==> config.mk <==
export PLATFORM = sky130hd
export DESIGN_NAME = mprr_ctrl
export DESIGN_NICKNAME = d
export VERILOG_FILES = /design/src/inc/mprr_pkg.sv /design/src/hdl/mprr_ctrl.sv
export VERILOG_INCLUDE_DIRS = /design/src /design/src/inc
export SDC_FILE = /design/constraint.sdc
export NUM_CORES = 1
export LEC_CHECK = 0
export BUFFER_PORTS_ARGS = -buffer_cell sky130_fd_sc_hd__buf_2
export CAP_MARGIN = 20
export CORE_MARGIN = 2
export CORE_UTILIZATION = 50
export DETAILED_ROUTE_END_ITERATION = 16
export GPL_TIMING_DRIVEN = 0
export PLACE_DENSITY = 0.69
export RECOVER_POWER = 50
export SLEW_MARGIN = 15
export SYNTH_ARGS = -nofsm -noshare
export SYNTH_HDL_FRONTEND = slang
export SYNTH_SLANG_ARGS = --single-unit
==> constraint.sdc <==
create_clock -name clk -period 2.4 [get_ports clk]
set_input_delay 0.48 -clock clk [delete_from_list [all_inputs] [get_ports clk]]
set_output_delay 0.48 -clock clk [all_outputs]
set_load 0.005 [all_outputs]
==> src/inc/mprr_cfg.svh <==
`ifndef MPRR_CFG_SVH
`define MPRR_CFG_SVH

// ==========================================================================
// register bus geometry
`define MPRR_ADDR_W 8
`define MPRR_DATA_W 8

// ==========================================================================
// register indices
`define MPRR_IDX_CLK_CTRL 8'h8F
`define MPRR_IDX_MISC3 8'hBA
`define MPRR_IDX_STATUS 8'hBC

// ==========================================================================
// reset values
`define MPRR_CLK_CTRL_RST 8'h00
`define MPRR_MISC3_RST 8'h00
`define MPRR_RD_IDLE 8'h00

// ==========================================================================
// field positions, clock control
`define MPRR_TIMER_LSB 0
`define MPRR_TIMER_MSB 2

// ==========================================================================
// field positions, misc config three
`define MPRR_BIT_PWR_A_RUN 0
`define MPRR_BIT_PWR_B_RUN 1
`define MPRR_BIT_LP_REF_EN 2
`define MPRR_BIT_SELF_REF 3
`define MPRR_BIT_PWR_A_LP 4
`define MPRR_BIT_PWR_B_LP 5

// ==========================================================================
// field positions, status
`define MPRR_ST_LOWPWR 0
`define MPRR_ST_SELF 1
`define MPRR_ST_TERM 2
`define MPRR_ST_SYSRST 3
`define MPRR_ST_LPEN 4

// ==========================================================================
// timing
`define MPRR_CLK_HZ 25000000
`define MPRR_HZ_PER_MHZ 1000000
`define MPRR_STARTUP_UNIT_US 4000
`define MPRR_OSC_HZ 32768
`define MPRR_UNIT_CNT_W 20
`define MPRR_DIV_CNT_W 12
`define MPRR_STEP_CNT_W 3

`endif

==> src/inc/mprr_pkg.sv <==
`default_nettype none

`include "mprr_cfg.svh"

// ==========================================================================
// shared types of the power and reset sequencer
package mprr_pkg;

  // sequencer states, one-hot
  typedef enum logic [3:0] {
    MPRR_RESET = 4'h1,
    MPRR_STARTUP = 4'h2,
    MPRR_RUN = 4'h4,
    MPRR_LOWPWR = 4'h8
  } mprr_state_t;

  // whole state of the sequencer
  typedef struct packed {
    logic mstS1;
    logic mstS2;
    logic ioS1;
    logic ioS2;
    mprr_state_t state;
    logic [`MPRR_DATA_W-1:0] clkCtrl;
    logic [`MPRR_DATA_W-1:0] misc3;
    logic [`MPRR_UNIT_CNT_W-1:0] unitCnt;
    logic [`MPRR_STEP_CNT_W-1:0] stepCnt;
    logic [`MPRR_DIV_CNT_W-1:0] divCnt;
    logic lpSelf;
    logic lpRefEn;
    logic sysRst;
    logic forceTerm;
    logic rtcRst;
    logic cbrReq;
    logic exitCbr;
    logic selfAct;
    logic refOff;
    logic pwrA;
    logic pwrB;
    logic [`MPRR_DATA_W-1:0] rdData;
  } mprr_regs_t;

endpackage : mprr_pkg

`default_nettype wire

==> src/hdl/mprr_ctrl.sv <==
// Notes on behaviour
// - refresh enable flag, bit 2 at BAh
// - flag set keeps refresh running in low power
// - refresh type latched when I/O reset sampled
// - master reset sample clears refresh enable flag
// - I/O reset leaves refresh enable flag alone
// - self refresh exit issues one CBR cycle
// - system reset rises whenever either reset asserts
// - system reset gates PLLs and stalls CPU
// - master reset restores defaults, timer 4 ms
// - wake keeps timer, reset until it expires
// - entering low power raises system reset at once
// - termination forced unless both resets high
// - power outputs take programmed low-power levels
// - low-power refresh timed from 32 kHz rate
// - only master reset resets the clock block
`timescale 1ns/10ps
`default_nettype none

`include "mprr_cfg.svh"

module mprr_ctrl #(
  // cycles of one start-up timer step
  parameter int unsigned StartupUnitCycles =
    `MPRR_STARTUP_UNIT_US * (`MPRR_CLK_HZ / `MPRR_HZ_PER_MHZ),
  // cycles of one low-power refresh tick
  parameter int unsigned RefreshDivCycles = `MPRR_CLK_HZ / `MPRR_OSC_HZ
) (
  // clock and reset
  input wire logic clk,
  input wire logic rstn,
  // reset pins, low means asserted
  input wire logic masterResetInN,
  input wire logic ioPowerGoodResetN,
  // register port
  input wire logic [`MPRR_ADDR_W-1:0] regAddr,
  input wire logic [`MPRR_DATA_W-1:0] regWrData,
  input wire logic regWr,
  input wire logic regRd,
  output logic [`MPRR_DATA_W-1:0] regRdData,
  // reset and clock gating
  output logic systemResetOut,
  output logic pllGateOff,
  output logic cpuStall,
  output logic rtcResetOut,
  output logic forceTermOut,
  // dram refresh control
  output logic cbrRefreshReq,
  output logic selfRefreshExitCbr,
  output logic selfRefreshActive,
  output logic refreshDisabled,
  // power control pins
  output logic powerCtrlOutA,
  output logic powerCtrlOutB
);
  import mprr_pkg::*;

  // ========================================================================
  // constants and helpers

  // last count of a timer step and of the refresh divider
  localparam logic [`MPRR_UNIT_CNT_W-1:0] UnitLast =
    `MPRR_UNIT_CNT_W'(StartupUnitCycles - 1);
  localparam logic [`MPRR_DIV_CNT_W-1:0] DivLast =
    `MPRR_DIV_CNT_W'(RefreshDivCycles - 1);

  // register address match
  function automatic logic mprr_hit(input logic [`MPRR_ADDR_W-1:0] a,
                                    input logic [`MPRR_ADDR_W-1:0] idx);
    mprr_hit = (a == idx);
  endfunction : mprr_hit

  mprr_regs_t r; // registered state
  mprr_regs_t next_r; // next state
  logic oscTick; // one-cycle low-power refresh enable
  logic [`MPRR_STEP_CNT_W-1:0] timerCode; // programmed timer steps minus one

  // ========================================================================
  // next-state logic
  always_comb begin
    next_r = r;
    // two-flop synchronisers on the reset pins
    next_r.mstS1 = masterResetInN;
    next_r.mstS2 = r.mstS1;
    next_r.ioS1 = ioPowerGoodResetN;
    next_r.ioS2 = r.ioS1;
    // pulses default low, read data only after a read
    next_r.cbrReq = 1'b0;
    next_r.exitCbr = 1'b0;
    next_r.rdData = `MPRR_RD_IDLE;
    timerCode = r.clkCtrl[`MPRR_TIMER_MSB:`MPRR_TIMER_LSB];
    // free-running divider standing in for the 32 kHz rate
    oscTick = (r.divCnt == DivLast);
    if (oscTick) begin
      next_r.divCnt = '0;
    end else begin
      next_r.divCnt = r.divCnt + `MPRR_DIV_CNT_W'(1);
    end

    // register writes
    if (regWr) begin
      if (mprr_hit(regAddr, `MPRR_IDX_CLK_CTRL)) begin
        next_r.clkCtrl = regWrData;
      end else if (mprr_hit(regAddr, `MPRR_IDX_MISC3)) begin
        next_r.misc3 = regWrData;
      end
    end

    // register reads, answered in the next cycle
    if (regRd) begin
      if (mprr_hit(regAddr, `MPRR_IDX_CLK_CTRL)) begin
        next_r.rdData = r.clkCtrl;
      end else if (mprr_hit(regAddr, `MPRR_IDX_MISC3)) begin
        next_r.rdData = r.misc3;
      end else if (mprr_hit(regAddr, `MPRR_IDX_STATUS)) begin
        next_r.rdData[`MPRR_ST_LOWPWR] = (r.state == MPRR_LOWPWR);
        next_r.rdData[`MPRR_ST_SELF] = r.lpSelf;
        next_r.rdData[`MPRR_ST_TERM] = r.forceTerm;
        next_r.rdData[`MPRR_ST_SYSRST] = r.sysRst;
        next_r.rdData[`MPRR_ST_LPEN] = r.lpRefEn;
      end else begin
        next_r.rdData = `MPRR_RD_IDLE;
      end
    end

    // power sequencer
    case (r.state)
      // held in reset until both inputs are released
      MPRR_RESET: begin
        if (r.mstS2 && r.ioS2) begin
          next_r.state = MPRR_STARTUP;
          next_r.unitCnt = '0;
          next_r.stepCnt = '0;
        end
      end
      // start-up timer runs (code + 1) steps
      MPRR_STARTUP: begin
        if (!r.ioS2) begin
          next_r.state = MPRR_RESET;
        end else if (r.unitCnt == UnitLast) begin
          next_r.unitCnt = '0;
          if (r.stepCnt == timerCode) begin
            next_r.state = MPRR_RUN;
          end else begin
            next_r.stepCnt = r.stepCnt + `MPRR_STEP_CNT_W'(1);
          end
        end else begin
          next_r.unitCnt = r.unitCnt + `MPRR_UNIT_CNT_W'(1);
        end
      end
      // normal operation, I/O reset enters low power
      MPRR_RUN: begin
        if (!r.ioS2) begin
          next_r.state = MPRR_LOWPWR;
          next_r.lpSelf = r.misc3[`MPRR_BIT_SELF_REF];
          next_r.lpRefEn = r.misc3[`MPRR_BIT_LP_REF_EN];
        end
      end
      // low power: refresh as latched, wake keeps the timer setting
      MPRR_LOWPWR: begin
        if (r.ioS2) begin
          next_r.state = MPRR_STARTUP;
          next_r.unitCnt = '0;
          next_r.stepCnt = '0;
          next_r.exitCbr = r.lpRefEn && r.lpSelf;
        end else if (r.lpRefEn && !r.lpSelf && oscTick) begin
          next_r.cbrReq = 1'b1;
        end
      end
      default: begin
        next_r.state = MPRR_RESET;
      end
    endcase

    // master reset wins over everything, I/O reset touches no register
    if (!r.mstS2) begin
      next_r.clkCtrl = `MPRR_CLK_CTRL_RST;
      next_r.misc3 = `MPRR_MISC3_RST;
      next_r.state = MPRR_RESET;
      next_r.lpSelf = 1'b0;
      next_r.lpRefEn = 1'b0;
      next_r.cbrReq = 1'b0;
      next_r.exitCbr = 1'b0;
    end

    // registered outputs from the coming state, termination and clock block reset from the synchronised pins
    next_r.sysRst = (next_r.state != MPRR_RUN);
    next_r.forceTerm = !(r.mstS2 && r.ioS2);
    next_r.rtcRst = !r.mstS2;
    next_r.selfAct = (next_r.state == MPRR_LOWPWR) && next_r.lpRefEn && next_r.lpSelf;
    next_r.refOff = (next_r.state == MPRR_LOWPWR) && !next_r.lpRefEn;
    if (next_r.state == MPRR_LOWPWR) begin
      next_r.pwrA = next_r.misc3[`MPRR_BIT_PWR_A_LP];
      next_r.pwrB = next_r.misc3[`MPRR_BIT_PWR_B_LP];
    end else begin
      next_r.pwrA = next_r.misc3[`MPRR_BIT_PWR_A_RUN];
      next_r.pwrB = next_r.misc3[`MPRR_BIT_PWR_B_RUN];
    end
  end

  // ========================================================================
  // state register
  always_ff @(posedge clk or negedge rstn) begin
    if (!rstn) begin
      r <= '{mstS1: 1'b0, mstS2: 1'b0, ioS1: 1'b0, ioS2: 1'b0,
             state: MPRR_RESET, clkCtrl: `MPRR_CLK_CTRL_RST,
             misc3: `MPRR_MISC3_RST, unitCnt: '0, stepCnt: '0, divCnt: '0,
             lpSelf: 1'b0, lpRefEn: 1'b0, sysRst: 1'b1, forceTerm: 1'b1,
             rtcRst: 1'b1, cbrReq: 1'b0, exitCbr: 1'b0, selfAct: 1'b0,
             refOff: 1'b0, pwrA: 1'b0, pwrB: 1'b0, rdData: `MPRR_RD_IDLE};
    end else begin
      r <= next_r;
    end
  end

  // ========================================================================
  // outputs
  assign regRdData = r.rdData;
  assign systemResetOut = r.sysRst;
  assign pllGateOff = r.sysRst;
  assign cpuStall = r.sysRst;
  assign rtcResetOut = r.rtcRst;
  assign forceTermOut = r.forceTerm;
  assign cbrRefreshReq = r.cbrReq;
  assign selfRefreshExitCbr = r.exitCbr;
  assign selfRefreshActive = r.selfAct;
  assign refreshDisabled = r.refOff;
  assign powerCtrlOutA = r.pwrA;
  assign powerCtrlOutB = r.pwrB;

  // ========================================================================
  // checks

  // no refresh activity in low power when not enabled
  property p_refOff;
    @(posedge clk) disable iff (!rstn)
    (r.state == MPRR_LOWPWR && !r.lpRefEn) |-> (!r.cbrReq && !r.selfAct && r.refOff);
  endproperty
  a_refOff: assert property (p_refOff) else $error("refresh active while disabled");

  // enabled CBR refresh requests on each tick
  property p_cbrTick;
    @(posedge clk) disable iff (!rstn)
    (r.state == MPRR_LOWPWR && r.lpRefEn && !r.lpSelf && oscTick && !r.ioS2 && r.mstS2)
      |=> r.cbrReq;
  endproperty
  a_cbrTick: assert property (p_cbrTick) else $error("missed low-power refresh");

  // latched refresh type holds through low power
  property p_typeHold;
    @(posedge clk) disable iff (!rstn)
    (r.state == MPRR_LOWPWR && $past(r.state) == MPRR_LOWPWR) |-> $stable(r.lpSelf);
  endproperty
  a_typeHold: assert property (p_typeHold) else $error("refresh type changed");

  // master reset clears the refresh enable flag
  property p_flagClr;
    @(posedge clk) disable iff (!rstn)
    !r.mstS2 |=> !r.misc3[`MPRR_BIT_LP_REF_EN] && r.clkCtrl == `MPRR_CLK_CTRL_RST;
  endproperty
  a_flagClr: assert property (p_flagClr) else $error("flag survived master reset");

  // I/O reset alone leaves the flag untouched
  property p_flagKeep;
    @(posedge clk) disable iff (!rstn)
    (r.mstS2 && !(regWr && regAddr == `MPRR_IDX_MISC3))
      |=> $stable(r.misc3[`MPRR_BIT_LP_REF_EN]);
  endproperty
  a_flagKeep: assert property (p_flagKeep) else $error("flag changed by I/O reset");

  // exit CBR is a single pulse right after low power
  property p_exitOne;
    @(posedge clk) disable iff (!rstn)
    r.exitCbr |-> $past(r.state) == MPRR_LOWPWR && r.state == MPRR_STARTUP ##1 !r.exitCbr;
  endproperty
  a_exitOne: assert property (p_exitOne) else $error("bad self refresh exit pulse");

  // either reset asserted raises system reset next cycle
  property p_sysRst;
    @(posedge clk) disable iff (!rstn)
    (!r.mstS2 || !r.ioS2) |=> r.sysRst;
  endproperty
  a_sysRst: assert property (p_sysRst) else $error("system reset not raised");

  // start-up keeps the core held
  property p_hold;
    @(posedge clk) disable iff (!rstn)
    (r.state != MPRR_RUN) |-> (r.sysRst && pllGateOff && cpuStall);
  endproperty
  a_hold: assert property (p_hold) else $error("core released early");

  // termination released one cycle after both synchronised inputs are high
  property p_term;
    @(posedge clk) disable iff (!rstn)
    (r.mstS2 && r.ioS2) |=> !r.forceTerm;
  endproperty
  a_term: assert property (p_term) else $error("termination wrong");

  // termination forced one cycle after either synchronised input is low
  property p_termOn;
    @(posedge clk) disable iff (!rstn)
    (!r.mstS2 || !r.ioS2) |=> r.forceTerm;
  endproperty
  a_termOn: assert property (p_termOn) else $error("termination not forced");

  // clock block reset follows the master input only
  property p_rtc;
    @(posedge clk) disable iff (!rstn)
    (r.mstS2 && !r.ioS2) |=> !r.rtcRst;
  endproperty
  a_rtc: assert property (p_rtc) else $error("I/O reset reached clock block");

endmodule : mprr_ctrl

`default_nettype wire

==> impl_metrics.py <==
metrics = {
    "yosys": {
        "yosys_register_bits": 78,
        "synth_cell_types": 58,
        "yosysTopAreaCell": "dfrtp_1",
        "synth.cell_area_um2": 3920,
        "synth_edf_count": 0,
        "synthFlopType": "dfrtp_1",
        "syn_inst": 403,
        "yosysTopAreaCellShare": 0.473,
        "ys_warn_count": 0,
        "synth-async-reset-ratio": 1.00,
        "ys_top_cells_by_area": "dfrtp_1 (47%), nand2_1 (4.7%), nand3_1 (4.0%)",
        "syn_avg_cell_area_um2": 9.72,
        "yosysSeqAreaShare": 0.499,
        "syn-num-nets": 429,
    },
    "timing": {
        "worst_pin_slew_ns": 1.60,
        "rsz0062_at_grt": "false",
        "hold_slack_ns": 0.245,
        "slew_violations": 28,
        "finalClockSkew_ns": 0.0121,
        "slew_headroom": -0.0688,
        "fin_crit_ns": 2.25,
        "max_freq_ghz": 0.445,
        "tns_ns": 0,
        "finalHoldViolCount": 0,
        "finalSetupViolCount": 0,
        "final.period_utilization": 0.937,
    },
    "pwr": {
        "power_uw": 2340,
        "pwr_density_cell_nw_per_um2": 523,
        "leakage_uw": 0.00188,
        "vdd_drop_max_mv": 0.311,
    },
    "worst_setup_path": {
        "crit_arrival_ns": 2.47,
        "crit_fanout": 10,
        "start_kind": "flip-flop",
        "criticalPathCategory": "reg -> reg",
        "startpoint": "r[35]",
        "end_kind": "flip-flop",
        "crit_required_ns": 2.62,
        "rr_startpoint": "r[35]",
    },
    "cts": {
        "clkTransAtPathRegs_ns": 0.08,
        "insertion_delay_ns": 0.34,
        "cts_sinks": 78,
        "hold_buffers": 0,
        "root_buffer": "clkbuf_8",
        "clock_path_buffers": 2,
        "cts_max_level": 3,
        "cts_tree": "yes",
        "cts_buffers": 9,
    },
    "detailed_routing": {
        "drt-initial-drc-count": 188,
        "drt_pre_antenna_iters": 4,
        "post-route-drc-count": 0,
        "ant_nets": 0,
        "routed_wl_um": 8680,
        "wl_per_cell_um": 15.4,
        "vias_per_cell": 5.65,
        "via_count": 3181,
    },
    "global_routing": {
        "grt_max_degree": 52,
        "top_usage_layer": "met2",
        "grt_overflow": 0,
        "grt_pass1_vias": 3063,
        "grt_antenna_before_repair": 0,
        "use_met2": 0.343,
        "use_met3": 0.0293,
        "gr-usage-met1": 0.303,
        "grt_pass1_wl_um": 14700,
        "grt_usage": 0.215,
    },
    "floorplan": {
        "core_area_um2": 7650,
        "row_count": 32,
        "die_x_um": 92.5,
        "start_util": 0.512,
        "die_y_um": 92.5,
        "ios": 41,
        "dieArea_um2": 8560,
    },
    "layout": {
        "syn_to_final_growth_pct": 13.9,
        "num_antenna_cells": 0,
        "fin_nets": 482,
        "drive_gt1_frac": 0.200,
        "final_cells": 563,
        "regMostFlops": "r",
        "largest_reg_flops": 59,
        "fillers": 678,
    },
    "run": {
        "timing.max_cap.violations": 1,
    },
    "placed_design": {
        "placedCellCount": 545,
        "globalplace.congestion": 0.900,
        "portBuffers": 39,
        "post-dp-hpwl_um": 6090,
    },
    "hold_path": {
        "hp-class": "in -> reg",
        "hold_start": "ioPowerGoodResetN",
    },
    "run_status": {
        "violations": "max-capacitance violations, max-slew violations",
        "status": "complete, but fails checks",
    },
}
-- timing repair --
item                                    in CTS  in global routing
endpoints found under the setup margin      14                 17
gates resized for setup                      1                  6
buffers inserted                             0                  1
-- worst max-delay path, cell delays in order (launching register included) --
cell	delay (ns)
dfrtp_1	0.40
ha_2	0.23
nand3_4	0.12
or4_4	0.61
o21a_1	0.26
buf_6	0.16
buf_6	0.14
a21oi_2	0.12
mux2i_1	0.09
-- final cells by class --
type,count,area [um^2],area share
plain buffers,29,168,0.0376
multi-input cells,284,1770,0.397
well taps,102,128,0.0286
flip-flops and latches,78,1960,0.438
repair buffers,42,233,0.0521
clock inverters,6,36.3,0.00813
inverters,12,45.0,0.0101
clock buffers,10,128,0.0286
-- per-stage QoR --
stage          setup slack [ns]  instance area, um^2  utilization
3_3_place_gp             -0.136                 4240        0.555
3_5_place_dp             -0.116                 4270        0.559
6_report                  0.151                 4460        0.584
2_1_floorplan             0.304                 3920            -
5_1_grt                  0.0314                 4460        0.584
4_1_cts                 0.00216                 4450        0.581
-- layout by cell type, fill, tap and decap left out, types with 3 or more instances in the layout --
cell type,n
nor2b_1,9
clkbuf_1,14
a22oi_1,7
a21oi_1,25
nand2b_1,10
nand2_1,49
mux2i_1,6
clkbuf_2,3
nand3b_1,3
clkinv_2,4
xnor2_1,10
nand4_1,9
and3_1,5
buf_2,40
nand3_1,31
clkbuf_8,9
nor4_1,8
xor2_1,4
buf_4,11
inv_1,12
dfstp_2,4
a31oi_1,21
o21ai_0,8
nor2_1,23
ha_1,3
or2_2,3
nor3_1,4
dfrtp_1,74
a22o_1,4
-- Yosys cell counts, types with 2 or more instances --
cell,instances
a211o_1,2
a211oi_1,2
a21boi_0,2
a21oi_1,25
a22o_1,4
a22oi_1,7
a31oi_1,21
a32oi_1,2
and2_1,2
and3_1,5
and4_1,2
buf_2,4
buf_4,10
buf_6,2
clkbuf_1,12
dfrtp_1,74
dfstp_2,4
ha_1,4
inv_1,12
mux2_2,2
mux2i_1,6
nand2_1,49
nand2b_1,10
nand3_1,31
nand3b_1,3
nand4_1,9
nor2_1,23
nor2b_1,9
nor3_1,4
nor4_1,8
nor4b_1,3
o21ai_0,8
o31a_1,2
or2_2,3
or3_1,2
xnor2_1,10
xor2_1,4
-- per-layer routing --
layer	routed length [um]	part of all wire
met3	289	0.033
met5	0	0
met2	4170	0.48
met1	4140	0.48
met4	82	0.0094
-- kinds of logic after synthesis --
kind of cell               share of synthesized area
and+or+nand+nor                                0.238
buffers and inverters                         0.0540
muxes                                         0.0211
xor gates and xnor gates                      0.0313
AOI/OAI and AO/OA                              0.144
adders and majority gates                     0.0128
DFF                                            0.499
-- where the power goes --
group          leakage (uW)  switching (uW)  internal (uW)
clock             0.0000862             484            373
sequential          0.00105            7.93           1320
combinational      0.000738            98.9           48.8
-- path summary, 6_finish.rpt --
| kind | to | slack [ns] | cells after the start |
|---|---|---|---|
| min in group asynchronous | r[36] | 0.53 | 1 |
| min | next_r[74] | 0.25 | 1 |
| max | r[52] | 0.15 | 8 |
| max reg2reg | r[52] | 0.15 | 8 |
| max in group asynchronous | forceTermOut | 0.88 | 2 |
| min reg2reg | r[76] | 0.35 | 0 |
No activity file was read; power rests on OpenSTA's default activity.
